**src/inc/upef_defs.vh**
```
// register offsets, field positions and reset values for the upstream error forwarding block
`ifndef UPEF_DEFS_VH
`define UPEF_DEFS_VH
// register byte offsets
`define UPEF_CTRL_OFS 12'h000
`define UPEF_SEC_STAT_OFS 12'h004
`define UPEF_PRI_STAT_OFS 12'h008
`define UPEF_UNC_STAT_OFS 12'h00C
`define UPEF_UNC_MASK_OFS 12'h010
`define UPEF_UNC_SEV_OFS 12'h014
`define UPEF_FIRST_ERROR_POINTER_OFS 12'h018
`define UPEF_HDR_LOG_OFS 12'h01C
`define UPEF_DEV_STAT_OFS 12'h020
`define UPEF_IRQ_STAT_OFS 12'h024
`define UPEF_IRQ_MASK_OFS 12'h028
// control register fields
`define UPEF_CTRL_PERESP 0
`define UPEF_CTRL_MAMODE 1
`define UPEF_CTRL_SYSTEM_ERROR_REPORT_ENABLE 2
`define UPEF_CTRL_FTL_EN 3
`define UPEF_CTRL_NFTL_EN 4
`define UPEF_CTRL_RST 5'h00
// secondary status fields
`define UPEF_SS_DPE 0
`define UPEF_SS_MDP 1
`define UPEF_SS_STA 2
`define UPEF_SS_RMA 3
`define UPEF_SS_RTA 4
// primary status fields
`define UPEF_PS_SSERR 0
`define UPEF_PS_MDPE 1
`define UPEF_PS_RMA 2
// uncorrectable error classes (status, mask, severity, pointer code)
`define UPEF_UE_UNCORRECTABLE_DATA_ERROR_FLAG 0
`define UPEF_UE_PERR 1
`define UPEF_UE_UADD 2
`define UPEF_UE_W 3
// the same classes as two-bit pointer codes
`define UPEF_CODE_UNCORRECTABLE_DATA_ERROR_FLAG 2'h0
`define UPEF_CODE_PERR 2'h1
`define UPEF_CODE_UADD 2'h2
`define UPEF_UMASK_RST 3'h0
`define UPEF_USEV_RST 3'h0
// first error pointer: valid bit and code field
`define UPEF_PTR_VALID 2
// device status fields
`define UPEF_DS_FTL 0
`define UPEF_DS_NFTL 1
// interrupt event bits
`define UPEF_IRQ_ERR 0
`define UPEF_IRQ_MSG 1
`define UPEF_IRQ_W 2
`define UPEF_ALL_ONES 32'hFFFFFFFF
`endif

```
**src/design/upef_top.v**
```verilog
// upstream pci error forwarding: parity, abort translation, logging and error messages
// Notes on behaviour
// - bad-parity forwarded writes go out poisoned
// - UR on read: abort or all-ones by mode
// - UR on io write: abort or normal by mode
// - completer abort always gives target abort
// - write data error sets detected parity flag
// - non-posted error, response on: discard, assert perr
// - non-posted error, response off: poison, no perr
// - posted error: perr and master flag when enabled
// - write data errors set uncorrectable data flag
// - unmasked first error logs header and pointer
// - unmasked error sends message by severity
// - message with serr enable sets system flag
// - handled error sets fatal or nonfatal detected
// - perr on clean read: continue, set flag
// - perr on poisoned read: no message
// - address parity, response on: abort, discard, flags set
// - any UR completion sets received master abort
// - mode comes from control register bit
`timescale 1ns/1ns
`include "upef_defs.vh"
module upef_top (
  pclk,
  presetn,
  psel,
  penable,
  pwrite,
  paddr,
  pwdata,
  prdata,
  pready,
  pslverr,
  wr_err_valid,
  wr_err_posted,
  wr_hdr,
  fwd_valid,
  fwd_poison,
  fwd_discard,
  perr_out_n,
  perr_oe_n,
  perr_in_n,
  rdcpl_active,
  rdcpl_poisoned,
  rdcpl_hdr,
  addr_err_valid,
  addr_hdr,
  cpl_valid,
  cpl_status_ur,
  cpl_status_ca,
  cpl_is_write,
  cpl_hdr,
  resp_valid,
  resp_target_abort,
  resp_all_ones,
  resp_data,
  msg_valid,
  msg_fatal,
  irq
);
  input wire pclk;
  input wire presetn;
  input wire psel;
  input wire penable;
  input wire pwrite;
  input wire [11:0] paddr;
  input wire [31:0] pwdata;
  output reg [31:0] prdata;
  output wire pready;
  output wire pslverr;
  // secondary-side write with a data parity error, one cycle pulse
  input wire wr_err_valid;
  input wire wr_err_posted;
  input wire [31:0] wr_hdr;
  output reg fwd_valid;
  output reg fwd_poison;
  output reg fwd_discard;
  // perr pin as three signals; oe low while driving
  output reg perr_out_n;
  output reg perr_oe_n;
  input wire perr_in_n;
  input wire rdcpl_active;
  input wire rdcpl_poisoned;
  input wire [31:0] rdcpl_hdr;
  input wire addr_err_valid;
  input wire [31:0] addr_hdr;
  input wire cpl_valid;
  input wire cpl_status_ur;
  input wire cpl_status_ca;
  input wire cpl_is_write;
  input wire [31:0] cpl_hdr;
  output reg resp_valid;
  output reg resp_target_abort;
  output reg resp_all_ones;
  output reg [31:0] resp_data;
  output reg msg_valid;
  output reg msg_fatal;
  output wire irq;

  reg [4:0] ctrl_q;
  reg [4:0] sec_stat_q;
  reg [2:0] pri_stat_q;
  reg [`UPEF_UE_W-1:0] unc_stat_q;
  reg [`UPEF_UE_W-1:0] unc_mask_q;
  reg [`UPEF_UE_W-1:0] unc_sev_q;
  reg [2:0] first_error_pointer_q;
  reg [31:0] hdr_log_q;
  reg [1:0] dev_stat_q;
  reg [`UPEF_IRQ_W-1:0] irq_stat_q;
  reg [`UPEF_IRQ_W-1:0] irq_mask_q;
  reg [2:0] perr_sync_q;
  reg perr_level_q;

  wire perespon = ctrl_q[`UPEF_CTRL_PERESP];
  wire ma_mode = ctrl_q[`UPEF_CTRL_MAMODE];
  wire system_error_report_enable = ctrl_q[`UPEF_CTRL_SYSTEM_ERROR_REPORT_ENABLE];

  // perr pin from the pci master is asynchronous; the level follows only once perr_sync_q[1] and perr_sync_q[2] agree
  always @(posedge pclk or negedge presetn) begin
    if (!presetn) begin
      perr_sync_q <= 3'h7;
      perr_level_q <= 1'b0;
    end else begin
      perr_sync_q <= {perr_sync_q[1:0], perr_in_n};
      if (perr_sync_q[1] == perr_sync_q[2])
        perr_level_q <= ~perr_sync_q[2];
    end
  end
  reg perr_prev_q;
  always @(posedge pclk or negedge presetn) begin
    if (!presetn)
      perr_prev_q <= 1'b0;
    else
      perr_prev_q <= perr_level_q;
  end
  // counted once per assertion while a read completion is being returned
  wire rd_perr = perr_level_q & ~perr_prev_q & rdcpl_active;

  // apb access, zero wait states
  wire wr_acc = psel & penable & pwrite;
  wire rd_setup = psel & ~penable & ~pwrite;
  assign pready = 1'b1;

  function addr_known;
    input [11:0] a;
    begin
      addr_known = (a[1:0] == 2'h0) && (a <= `UPEF_IRQ_MASK_OFS);
    end
  endfunction
  assign pslverr = psel & penable & ~addr_known(paddr);

  function wr_hit;
    input [11:0] a;
    input [11:0] ofs;
    begin
      wr_hit = (a == ofs);
    end
  endfunction

  // which error class fires this cycle; only one class is logged per cycle
  reg ev_any;
  reg [1:0] ev_code;
  reg [31:0] ev_hdr;
  reg ev_msg_ok;
  reg ud_err;
  always @* begin
    ud_err = wr_err_valid;
    ev_any = 1'b0;
    ev_code = 2'h0;
    ev_hdr = 32'h0;
    ev_msg_ok = 1'b1;
    if (addr_err_valid && perespon) begin
      ev_any = 1'b1;
      ev_code = `UPEF_CODE_UADD;
      ev_hdr = addr_hdr;
    end else if (ud_err) begin
      ev_any = 1'b1;
      ev_code = `UPEF_CODE_UNCORRECTABLE_DATA_ERROR_FLAG;
      ev_hdr = wr_hdr;
    end else if (rd_perr) begin
      ev_any = 1'b1;
      ev_code = `UPEF_CODE_PERR;
      ev_hdr = rdcpl_hdr;
      ev_msg_ok = ~rdcpl_poisoned;
    end
  end

  wire ev_unmasked = ev_any & ~unc_mask_q[ev_code];
  wire ev_fatal = unc_sev_q[ev_code];
  wire rep_en = system_error_report_enable | (ev_fatal ? ctrl_q[`UPEF_CTRL_FTL_EN] : ctrl_q[`UPEF_CTRL_NFTL_EN]);
  wire send_msg = ev_unmasked & ev_msg_ok & rep_en;
  wire log_hdr = ev_unmasked & ~first_error_pointer_q[`UPEF_PTR_VALID];
  wire ur_evt = cpl_valid & cpl_status_ur;
  wire cpl_ta = cpl_valid & (cpl_status_ca | (cpl_status_ur & ma_mode));
  wire addr_abort = addr_err_valid & perespon;

  always @(posedge pclk or negedge presetn) begin
    if (!presetn) begin
      ctrl_q <= `UPEF_CTRL_RST;
      unc_mask_q <= `UPEF_UMASK_RST;
      unc_sev_q <= `UPEF_USEV_RST;
      irq_mask_q <= {`UPEF_IRQ_W{1'b0}};
    end else if (wr_acc) begin
      if (wr_hit(paddr, `UPEF_CTRL_OFS))
        ctrl_q <= pwdata[4:0];
      else if (wr_hit(paddr, `UPEF_UNC_MASK_OFS))
        unc_mask_q <= pwdata[`UPEF_UE_W-1:0];
      else if (wr_hit(paddr, `UPEF_UNC_SEV_OFS))
        unc_sev_q <= pwdata[`UPEF_UE_W-1:0];
      else if (wr_hit(paddr, `UPEF_IRQ_MASK_OFS))
        irq_mask_q <= pwdata[`UPEF_IRQ_W-1:0];
    end
  end

  // write-one-to-clear status; a hardware set in the same cycle wins
  function [4:0] w1c;
    input [4:0] cur;
    input [4:0] set;
    input hit;
    input [4:0] data;
    begin
      w1c = (cur & ~(hit ? data : 5'h00)) | set;
    end
  endfunction

  reg [4:0] sec_set;
  reg [4:0] pri_set;
  reg [4:0] unc_set;
  reg [4:0] dev_set;
  always @* begin
    sec_set = 5'h00;
    pri_set = 5'h00;
    unc_set = 5'h00;
    dev_set = 5'h00;
    sec_set[`UPEF_SS_DPE] = ud_err | addr_err_valid;
    sec_set[`UPEF_SS_MDP] = ud_err & wr_err_posted & perespon;
    sec_set[`UPEF_SS_STA] = (addr_err_valid & perespon) |
      (cpl_valid & (cpl_status_ca | (cpl_status_ur & ma_mode)));
    sec_set[`UPEF_SS_RMA] = ur_evt;
    sec_set[`UPEF_SS_RTA] = cpl_valid & cpl_status_ca;
    pri_set[`UPEF_PS_SSERR] = send_msg & system_error_report_enable;
    pri_set[`UPEF_PS_MDPE] = ud_err & ~wr_err_posted & perespon;
    pri_set[`UPEF_PS_RMA] = ur_evt;
    unc_set[`UPEF_UE_UNCORRECTABLE_DATA_ERROR_FLAG] = ud_err;
    unc_set[`UPEF_UE_PERR] = rd_perr;
    unc_set[`UPEF_UE_UADD] = addr_err_valid & perespon;
    dev_set[`UPEF_DS_FTL] = ev_any & ev_fatal;
    dev_set[`UPEF_DS_NFTL] = ev_any & ~ev_fatal;
  end

  wire [4:0] sec_nx = w1c(sec_stat_q, sec_set, wr_acc & wr_hit(paddr, `UPEF_SEC_STAT_OFS),
    pwdata[4:0]);
  wire [4:0] pri_nx = w1c({2'h0, pri_stat_q}, pri_set,
    wr_acc & wr_hit(paddr, `UPEF_PRI_STAT_OFS), pwdata[4:0]);
  wire [4:0] unc_nx = w1c({2'h0, unc_stat_q}, unc_set,
    wr_acc & wr_hit(paddr, `UPEF_UNC_STAT_OFS), pwdata[4:0]);
  wire [4:0] dev_nx = w1c({3'h0, dev_stat_q}, dev_set,
    wr_acc & wr_hit(paddr, `UPEF_DEV_STAT_OFS), pwdata[4:0]);
  wire [4:0] irq_set = {3'h0, send_msg, ev_any};
  wire [4:0] irq_nx = w1c({3'h0, irq_stat_q}, irq_set,
    wr_acc & wr_hit(paddr, `UPEF_IRQ_STAT_OFS), pwdata[4:0]);
  wire ptr_clr = wr_acc & wr_hit(paddr, `UPEF_FIRST_ERROR_POINTER_OFS) & pwdata[`UPEF_PTR_VALID];

  always @(posedge pclk or negedge presetn) begin
    if (!presetn) begin
      sec_stat_q <= 5'h00;
      pri_stat_q <= 3'h0;
      unc_stat_q <= {`UPEF_UE_W{1'b0}};
      dev_stat_q <= 2'h0;
      irq_stat_q <= {`UPEF_IRQ_W{1'b0}};
      first_error_pointer_q <= 3'h0;
      hdr_log_q <= 32'h0;
    end else begin
      sec_stat_q <= sec_nx;
      pri_stat_q <= pri_nx[2:0];
      unc_stat_q <= unc_nx[`UPEF_UE_W-1:0];
      dev_stat_q <= dev_nx[1:0];
      irq_stat_q <= irq_nx[`UPEF_IRQ_W-1:0];
      // a new capture beats a simultaneous release of the pointer
      if (log_hdr) begin
        first_error_pointer_q <= {1'b1, ev_code};
        hdr_log_q <= ev_hdr;
      end else if (ptr_clr) begin
        first_error_pointer_q <= 3'h0;
      end
    end
  end

  assign irq = |(irq_stat_q & irq_mask_q);

  // forwarding decision and pin/completion responses, one cycle after the event
  always @(posedge pclk or negedge presetn) begin
    if (!presetn) begin
      fwd_valid <= 1'b0;
      fwd_poison <= 1'b0;
      fwd_discard <= 1'b0;
      perr_out_n <= 1'b1;
      perr_oe_n <= 1'b1;
      resp_valid <= 1'b0;
      resp_target_abort <= 1'b0;
      resp_all_ones <= 1'b0;
      resp_data <= 32'h0;
      msg_valid <= 1'b0;
      msg_fatal <= 1'b0;
    end else begin
      fwd_valid <= 1'b0;
      fwd_poison <= 1'b0;
      fwd_discard <= 1'b0;
      perr_out_n <= 1'b1;
      perr_oe_n <= 1'b1;
      if (addr_err_valid && perespon) begin
        fwd_discard <= 1'b1;
      end else if (wr_err_valid) begin
        if (!wr_err_posted && perespon) begin
          fwd_discard <= 1'b1;
          perr_out_n <= 1'b0;
          perr_oe_n <= 1'b0;
        end else begin
          fwd_valid <= 1'b1;
          fwd_poison <= 1'b1;
          if (perespon) begin
            perr_out_n <= 1'b0;
            perr_oe_n <= 1'b0;
          end
        end
      end
      // an address parity error with parity response on ends the pci transaction with target abort as well
      resp_valid <= (cpl_valid & (cpl_status_ur | cpl_status_ca)) | addr_abort;
      resp_target_abort <= cpl_ta | addr_abort;
      resp_all_ones <= ur_evt & ~ma_mode & ~cpl_is_write;
      resp_data <= (ur_evt & ~ma_mode & ~cpl_is_write) ? `UPEF_ALL_ONES : 32'h0;
      msg_valid <= send_msg;
      msg_fatal <= send_msg & ev_fatal;
    end
  end

  // read mux; unmapped addresses read as zero
  function [31:0] rd_word;
    input [11:0] a;
    begin
      rd_word = 32'h0;
      if (a == `UPEF_CTRL_OFS)
        rd_word = {27'h0, ctrl_q};
      else if (a == `UPEF_SEC_STAT_OFS)
        rd_word = {27'h0, sec_stat_q};
      else if (a == `UPEF_PRI_STAT_OFS)
        rd_word = {29'h0, pri_stat_q};
      else if (a == `UPEF_UNC_STAT_OFS)
        rd_word = {29'h0, unc_stat_q};
      else if (a == `UPEF_UNC_MASK_OFS)
        rd_word = {29'h0, unc_mask_q};
      else if (a == `UPEF_UNC_SEV_OFS)
        rd_word = {29'h0, unc_sev_q};
      else if (a == `UPEF_FIRST_ERROR_POINTER_OFS)
        rd_word = {29'h0, first_error_pointer_q};
      else if (a == `UPEF_HDR_LOG_OFS)
        rd_word = hdr_log_q;
      else if (a == `UPEF_DEV_STAT_OFS)
        rd_word = {30'h0, dev_stat_q};
      else if (a == `UPEF_IRQ_STAT_OFS)
        rd_word = {30'h0, irq_stat_q};
      else if (a == `UPEF_IRQ_MASK_OFS)
        rd_word = {30'h0, irq_mask_q};
    end
  endfunction

  // read data leaves a flop yet keeps zero wait states: it is taken in the setup
  // cycle, so a flag set during that one cycle only shows on the next read
  always @(posedge pclk or negedge presetn) begin
    if (!presetn)
      prdata <= 32'h0;
    else if (rd_setup)
      prdata <= rd_word(paddr);
    else
      prdata <= 32'h0;
  end
endmodule

```
**config.mk**
```make
export PLATFORM = sky130hd
export DESIGN_NAME = upef_top
export DESIGN_NICKNAME = d
export VERILOG_FILES = /design/src/design/upef_top.v
export VERILOG_INCLUDE_DIRS = /design/src /design/src/inc
export SDC_FILE = /design/constraint.sdc
export NUM_CORES = 1
export LEC_CHECK = 0
export BUFFER_PORTS_ARGS = -buffer_cell sky130_fd_sc_hd__buf_2
export CELL_PAD_IN_SITES_DETAIL_PLACEMENT = 0
export CELL_PAD_IN_SITES_GLOBAL_PLACEMENT = 2
export CORE_UTILIZATION = 27
export CTS_CLUSTER_SIZE = 25
export DETAILED_ROUTE_END_ITERATION = 7
export GPL_ROUTABILITY_DRIVEN = 0
export PLACE_DENSITY_LB_ADDON = 0.1
export SYNTH_ARGS = -nofsm -noshare
export SYNTH_HDL_FRONTEND = slang
export SYNTH_SLANG_ARGS = --single-unit
```
**constraint.sdc**
```tcl
create_clock -name pclk -period 2.41 [get_ports pclk]
set_clock_uncertainty 0.2 [all_clocks]
set_input_delay 0.241 -clock pclk [delete_from_list [all_inputs] [get_ports pclk]]
set_output_delay 0.241 -clock pclk [all_outputs]
set_load 0.05 [all_outputs]
```
==> load_flow_metrics.sql, run 1 <==
INSERT INTO impl_metrics (metric_group, metric, value, unit) VALUES
('synth', 'dominantRegCellSynth', 'sky130_fd_sc_hd__dfrtp_1', ''),
('floorplanning', 'vertical_die_dimension', '144', 'um'),
('synth', 'synth_largest_area_cell', 'sky130_fd_sc_hd__dfrtp_1', ''),
('critical_path', 'timing.setup.critical_path_class', 'primary input to flip-flop', ''),
('synth', 'yosysUniqueCellTypes', '67', ''),
('run_status', 'run_status', 'finished clean', ''),
('synth', 'synth.top_cells.by_area', 'sky130_fd_sc_hd__dfrtp_1 (48%), sky130_fd_sc_hd__buf_4 (5.1%), sky130_fd_sc_hd__a221o_1 (4.1%), sky130_fd_sc_hd__nand2_1 (3.6%), sky130_fd_sc_hd__and2_1 (3.2%)', ''),
('cells_and_area', 'fin_cells', '998', ''),
('grt', 'grt_first_pass_wirelength', '25000', 'um'),
('synth', 'syn_area_per_cell', '10.4', 'um^2'),
('floorplanning', 'design.portCount', '264', ''),
('grt', 'number_of_antenna_violations_at_the_first_check_in_global_routing', '1', ''),
('drt', 'routed_via_density', '4.79', ''),
('min_path', 'worstHoldPathCells', '3', ''),
('drt', 'drtPass1Iterations', '4', ''),
('clocking', 'cts_max_level', '3', ''),
('critical_path', 'timing.critical_path.arrival', '2290', 'ps'),
('cells_and_area', 'n_fill_cell', '2037', ''),
('pwr', 'p_leak', '3.50', 'nW'),
('timing', 'finalHoldWorstSlack', '3.31', 'ps'),
('clocking', 'clock_sinks', '108', ''),
('job', 'maxCapViolCount', '0', ''),
('cells_and_area', 'synthToLayoutAreaGrowth', '33.1', '%'),
('place', 'dp.cells', '950', ''),
('grt', 'grt_max_degree', '42', ''),
('clocking', 'clock_tree_from_tritoncts', 'yes', ''),
('synth', 'syn-num-nets', '712', ''),
('floorplanning', 'floorplan.die_area', '20700', 'um^2'),
('cells_and_area', 'diodes', '0', ''),
('place', 'detailed_place.area', '6600', 'um^2'),
('min_path', 'worst_hold_start', 'addr_hdr[20]', ''),
('min_path', 'hold-path-endpoint', 'hdr_log_q[20]$_DFFE_PN0P_', ''),
('synth', 'synth-edff-count', '0', ''),
('synth', 'synth_sequential_area_ratio', '0.498', ''),
('synth', 'post-synth-top-area-fraction', '0.479', ''),
('clocking', 'worst_skew_late_latency', '340', 'ps'),
('critical_path', 'reg2reg_slack', '280', 'ps'),
('drt', 'vias', '4782', ''),
('synth', 'synthesis.area', '5440', 'um^2'),
('synth', 'synth_seq_cells', '108', ''),
('drt', 'wirelength', '16600', 'um'),
('critical_path', 'kind_of_end_point_of_the_critical_path', 'flip-flop', ''),
('floorplanning', 'core-area', '19600', 'um^2'),
('clocking', 'post-cts-setup-buffers', '0', ''),
('min_path', 'hold_path_class', 'primary input to flip-flop', ''),
('cells_and_area', 'layout_cells_sized_above_1', '0.374', ''),
('drt', 'drt_iter0_drc', '174', ''),
('drt', 'ant_nets', '0', ''),
('drt', 'avgRoutedWirePerCell', '16.6', 'um'),
('grt', 'globalRouteOverflowTotal', '0', ''),
('synth', 'syn-instance-count', '525', ''),
('critical_path', 'worst_r2r_startpoint', 'ctrl_q[0]$_DFFE_PN0P_', ''),
('timing', 'finalSetupViolations', '0', ''),
('synth', 'synthMostInstantiatedCell', 'sky130_fd_sc_hd__dfrtp_1', ''),
('synth', 'synthTopCellsByCount', 'sky130_fd_sc_hd__dfrtp_1 (104), sky130_fd_sc_hd__nand2_1 (52), sky130_fd_sc_hd__buf_4 (37)', ''),
('pwr', 'pwr_density_cell', '605', 'nW/um^2'),
('drt', 'drc', '0', ''),
('synth', 'synthArstFlopShare', '1.00', ''),
('timing', 'slew_viol_final', '0', ''),
('grt', 'grt_pass1_vias', '4456', ''),
('critical_path', 'timing.critical_path.required', '2440', 'ps'),
('timing', 'worstMarginPinSlew', '642', 'ps'),
('synth', 'yosysWarnings', '0', ''),
('clocking', 'cts_buffer_depth', '2', ''),
('timing', 'achievable-frequency', '0.442', 'GHz'),
('clocking', 'cts_buffers', '9', ''),
('timing', 'maxSlewHeadroom', '0.572', ''),
('timing', 'finalWorstPathRequiredPeriod', '2260', 'ps'),
('cells_and_area', 'nets', '915', ''),
('floorplanning', 'dieWidth', '144', 'um'),
('cells_and_area', 'postLayoutCellArea', '7240', 'um^2');
==> registers in the layout (all words and copies together), names as in the netlist, 2 cells and up <==
register / flops
unc_mask_q: 3
perr_sync_q: 3
hdr_log_q: 32
dev_stat_q: 2
prdata: 32
pri_stat_q: 3
ctrl_q: 5
unc_stat_q: 3
unc_sev_q: 3
first_error_pointer_q: 3
irq_stat_q: 2
sec_stat_q: 5
irq_mask_q: 2
==> cells in the final DEF, fill, tap and decap left out, types with 3 or more instances in the layout <==
cell type                       synthesis  routed
sky130_fd_sc_hd__nor3_1                 6       6
sky130_fd_sc_hd__o41ai_1                3       3
sky130_fd_sc_hd__o31ai_1                5       5
sky130_fd_sc_hd__dfrtp_1              104     104
sky130_fd_sc_hd__a221o_1               22      22
sky130_fd_sc_hd__nand2_1               52      52
sky130_fd_sc_hd__clkbuf_16              0       9
sky130_fd_sc_hd__and2_1                28      28
sky130_fd_sc_hd__nor2b_1                3       3
sky130_fd_sc_hd__a22o_1                 5       5
sky130_fd_sc_hd__nand3_1                3       3
sky130_fd_sc_hd__o21ai_0               29      29
sky130_fd_sc_hd__buf_4                 37      23
sky130_fd_sc_hd__nand2b_1               6       6
sky130_fd_sc_hd__nor3_4                 1       3
sky130_fd_sc_hd__mux2_1                13      13
sky130_fd_sc_hd__a221oi_1              10      10
sky130_fd_sc_hd__or2_2                  3       3
sky130_fd_sc_hd__inv_1                  5       5
sky130_fd_sc_hd__a32o_1                 3       3
sky130_fd_sc_hd__buf_2                 11     202
sky130_fd_sc_hd__and3_1                11      11
sky130_fd_sc_hd__mux2i_1                3       3
sky130_fd_sc_hd__dfstp_2                4       4
sky130_fd_sc_hd__nor3b_1                9       9
sky130_fd_sc_hd__dlygate4sd3_1          0      32
sky130_fd_sc_hd__nor2_1                28      28
sky130_fd_sc_hd__nor3_2                 5       3
sky130_fd_sc_hd__o21ai_1               25      25
sky130_fd_sc_hd__a21oi_1               23      23
==> logic make-up after synthesis <==
group	synth area share
AO/OA/AOI/OAI	0.189
multiplexers	0.0433
flip-flops	0.498
other	0.000690
AND/OR/NAND/NOR	0.190
buffers and inverters	0.0792
==> critical path, cell delays in order <==
cell,delay [ps]
sky130_fd_sc_hd__buf_2,110
sky130_fd_sc_hd__nor4_4,390
sky130_fd_sc_hd__nand3_2,270
sky130_fd_sc_hd__nor3_4,350
sky130_fd_sc_hd__buf_4,180
sky130_fd_sc_hd__nand2_1,50
sky130_fd_sc_hd__a22o_1,160
sky130_fd_sc_hd__dlygate4sd3_1,540
==> metal layers <==
| layer | up-vias | track usage | part of all wire |
|---|---|---|---|
| li1 | 2279 | - | - |
| met1 | 2317 | 0.232 | 0.48 |
| met2 | 168 | 0.246 | 0.45 |
| met3 | 16 | 0.0280 | 0.054 |
| met4 | 2 | 0.0459 | 0.0096 |
| met5 | - | 0 | 0.00048 |
==> power breakdown <==
group | leakage, nW | internal [mW] | switching (mW)
sequential | 1.37 | 2.01 | 0.111
clock | 0.151 | 0.844 | 0.691
combinational | 1.99 | 0.312 | 0.407
==> how the worst max path moves through the flow <==
stage,startpoint,end,slack [ps],cells after the start
3_5_place_dp,paddr[9],irq_mask_q[0]$_DFFE_PN0P_,240,6
5_1_grt,paddr[9],sec_stat_q[4]$_DFF_PN0_,50,8
6_report,paddr[9],sec_stat_q[4]$_DFF_PN0_,150,8
3_3_place_gp,paddr[9],sec_stat_q[2]$_DFF_PN0_,260,7
4_1_cts,paddr[9],sec_stat_q[4]$_DFF_PN0_,120,8
2_1_floorplan,paddr[4],pslverr,270,4
==> repair_timing <==
action                                 4_1_cts  5_1_grt
endpoints found under the hold margin       64        0
resized for setup                            0        1
setup endpoints to repair                    0        1
hold buffers                                32        0
==> per-stage QoR <==
| step | power [mW] | setup slack [ps] |
|---|---|---|
| global route | 4.62 | 45.2 |
| floorplan | 2.57 | 274 |
| global placement | 2.83 | 265 |
| finish | 4.38 | 149 |
| detailed placement | 2.85 | 241 |
| CTS | 4.45 | 121 |
==> cell type report <==
| cell class | instances | area [um^2] | area share |
|---|---|---|---|
| Inverter | 5 | 18.8 | 0.00259 |
| Multi-Input combinational cell | 345 | 2320 | 0.321 |
| Clock inverter | 6 | 71.3 | 0.00986 |
| Clock buffer | 10 | 239 | 0.0330 |
| Sequential cell | 108 | 2710 | 0.374 |
| Tap cell | 265 | 332 | 0.0458 |
| Timing Repair Buffer | 259 | 1540 | 0.213 |
(Power assumes the default switching activity.)
==> inputs of run 2 (changes only) <==
- PLACE_DENSITY_LB_ADDON: 0.1 -> 0.3
==> run 2 against run 1 <==
Effect of this change: power up 1.6%; wire length is 1.5% lower; first-iteration DRC count up 44%; global-route usage fell by 0.43 points; clock-buffer cell count is the same; largest cell class unchanged.
==> load_flow_metrics.sql, run 2 (synthesized netlist as in run 1, its figures left out) <==
INSERT INTO impl_metrics (metric_group, metric, value, unit) VALUES
('run_status', 'run_status', 'finished clean', ''),
('drt', 'met2RoutedLength', '7960', 'um'),
('grt', 'number_of_antenna_violations_at_the_first_check_in_global_routing', '0', ''),
('drt', 'top_signal_layer_used', 'met4', ''),
('clocking', 'root_buffer', 'sky130_fd_sc_hd__clkbuf_16', ''),
('critical_path', 'timing.critical_path.required', '2440', 'ps'),
('cells_and_area', 'mostFrequentLayoutCells', 'sky130_fd_sc_hd__buf_2 (202), sky130_fd_sc_hd__dfrtp_1 (104), sky130_fd_sc_hd__nand2_1 (52)', ''),
('cells_and_area', 'diodes', '0', ''),
('drt', 'wirelength', '16300', 'um'),
('drt', 'drt_iter0_drc', '250', ''),
('critical_path', 'biggest_fanout_along_the_worst_timing_path', '5', ''),
('timing', 'finalHoldWorstSlack', '7.94', 'ps'),
('clocking', 'clkTransAtPathRegs', '70', 'ps'),
('place', 'port_buffers', '203', ''),
('min_path', 'worstHoldPathCells', '3', ''),
('floorplanning', 'core-area', '19600', 'um^2'),
('place', 'hpwlAfterDp', '12500', 'um'),
('timing', 'achievable-frequency', '0.434', 'GHz'),
('drt', 'vias', '4690', ''),
('drt', 'route.layer.met1.wl', '7330', 'um'),
('cells_and_area', 'layout_cells_sized_above_1', '0.376', ''),
('critical_path', 'ff2ff_path_depth', '5', ''),
('pwr', 'pwr_density_cell', '622', 'nW/um^2'),
('pwr', 'post-layout-total-power', '4.45', 'mW'),
('critical_path', 'timing.critical_path.arrival', '2340', 'ps'),
('cells_and_area', 'largest_registers', 'hdr_log_q (32), prdata (32)', ''),
('floorplanning', 'floorplan.die_area', '20700', 'um^2'),
('timing', 'finalWorstPathRequiredPeriod', '2300', 'ps'),
('clocking', 'clock_sinks', '108', ''),
('timing', 'worstMarginPinSlew', '666', 'ps'),
('grt', 'grt_max_degree', '50', ''),
('critical_path', 'timing.critical_path.depth', '8', ''),
('critical_path', 'timing.setup.critical_path_class', 'primary input to flip-flop', ''),
('critical_path', 'worst_path_dominant_cell_family', 'simple AND/OR/NAND/NOR gates', ''),
('grt', 'grt_pass1_vias', '4402', ''),
('clocking', 'cts_buffers', '9', ''),
('timing', 'share_of_the_clock_period_used_by_the_worst_path_after_layout', '0.956', ''),
('floorplanning', 'dieWidth', '144', 'um'),
('cells_and_area', 'synthToLayoutAreaGrowth', '31.6', '%'),
('timing', 'finalSetupViolations', '0', ''),
('floorplanning', 'initial_core_util', '0.277', ''),
('grt', 'grt_first_pass_wirelength', '24300', 'um'),
('timing', 'rsz0062_at_grt', 'false', ''),
('job', 'maxCapViolCount', '0', ''),
('floorplanning', 'design.portCount', '264', ''),
('floorplanning', 'vertical_die_dimension', '144', 'um'),
('clocking', 'cts.repair.resized', '0', ''),
('clocking', 'cts_max_level', '3', ''),
('critical_path', 'kind_of_end_point_of_the_critical_path', 'flip-flop', ''),
('critical_path', 'crit_buf_inv', '3', ''),
('cells_and_area', 'nets', '908', ''),
('grt', 'globalRouteTotalUtil', '0.157', ''),
('cells_and_area', 'final_core_util', '0.365', ''),
('critical_path', 'crit_path_start_kind', 'primary input', ''),
('critical_path', 'crit_chain', 'buf_2 -> nor4_4 -> nand3_2 -> nor3_2 -> buf_4 -> nand2_1 -> a22o_1 -> dlygate4sd3_1', ''),
('drt', 'met3_length', '890', 'um'),
('timing', 'finalSetupTns', '0', 'ps'),
('clocking', 'cts_buffer_depth', '2', ''),
('cells_and_area', 'n_fill_cell', '1998', ''),
('timing', 'slew_viol_final', '0', ''),
('min_path', 'hold_path_class', 'primary input to flip-flop', ''),
('drt', 'drtPass1Iterations', '4', ''),
('clocking', 'worst_skew_late_latency', '350', 'ps'),
('grt', 'globalRouteOverflowTotal', '0', ''),
('drt', 'ant_nets', '0', ''),
('drt', 'drc', '0', ''),
('pwr', 'vdd_ir_drop_max', '0.369', 'mV'),
('timing', 'maxSlewHeadroom', '0.556', ''),
('pwr', 'p_leak', '3.46', 'nW'),
('drt', 'avgRoutedWirePerCell', '16.5', 'um'),
('drt', 'routed_via_density', '4.73', ''),
('floorplanning', 'std_cell_rows', '51', ''),
('cells_and_area', 'mostFrequentLayoutCell', 'sky130_fd_sc_hd__buf_2', ''),
('critical_path', 'critical-path-slowest-cell', 'sky130_fd_sc_hd__dlygate4sd3_1', ''),
('timing', 'hold_violations', '0', ''),
('clocking', 'clock_tree_from_tritoncts', 'yes', ''),
('critical_path', 'max_incr_delay_on_cp', '550', 'ps');
[run 2: path summary, 6_finish.rpt]
check,startpoint,endpoint,slack [ps]
setup / recovery,paddr[9],sec_stat_q[4]$_DFF_PN0_,110
hold / removal,addr_hdr[20],hdr_log_q[20]$_DFFE_PN0P_,8
setup reg to reg,perr_prev_q$_DFF_PN0_,first_error_pointer_q[0]$_DFFE_PN0P_,160
hold reg to reg,perr_sync_q[0]$_DFF_PN1_,perr_sync_q[1]$_DFF_PN1_,160
max in group asynchronous,presetn,perr_sync_q[0]$_DFF_PN1_,1000
min in group asynchronous,presetn,prdata[20]$_DFF_PN0_,250
[run 2: metal layers]
layer  global-route usage  vias to the layer above
li1                     -                     2264
met1                0.207                     2264
met2                0.257                      154
met3               0.0377                        8
met4               0.0398                        0
met5                    0                        -
[run 2: report_power, final]
group	total (mW)	internal, mW	switching, mW
Combinational	0.706	0.301	0.405
Clock	1.62	0.923	0.694
Sequential	2.12	2.01	0.112
Total	4.45	3.24	1.21
[run 2: worst min-delay path, delay by kind of cell]
family / cells / cell delay [ps]
AOI/OAI and AO/OA: 2 / 200
buffers and inverters: 1 / 70
[run 2: cell type report]
cell class	count	area, um^2	share of cell area
clock buffers	10	229	0.0320
clock inverters	6	95.1	0.0133
inverters	5	18.8	0.00262
multi-input cells	345	2310	0.323
flip-flops and latches	108	2710	0.378
well taps	265	332	0.0463
repair buffers	252	1460	0.204
[run 2: timing repair]
item                      4_1_cts  5_1_grt
hold endpoints to repair       69        0
hold buffers                   25        0
setup buffers                   0        0
[run 2: stage by stage]
step	area (um^2)	worst slack, ps	cells
floorplan	5440	274	525
global placement	6580	193	950
detailed placement	6580	167	950
CTS	7150	108	991
global route	7150	19.3	991
finish	7150	106	991
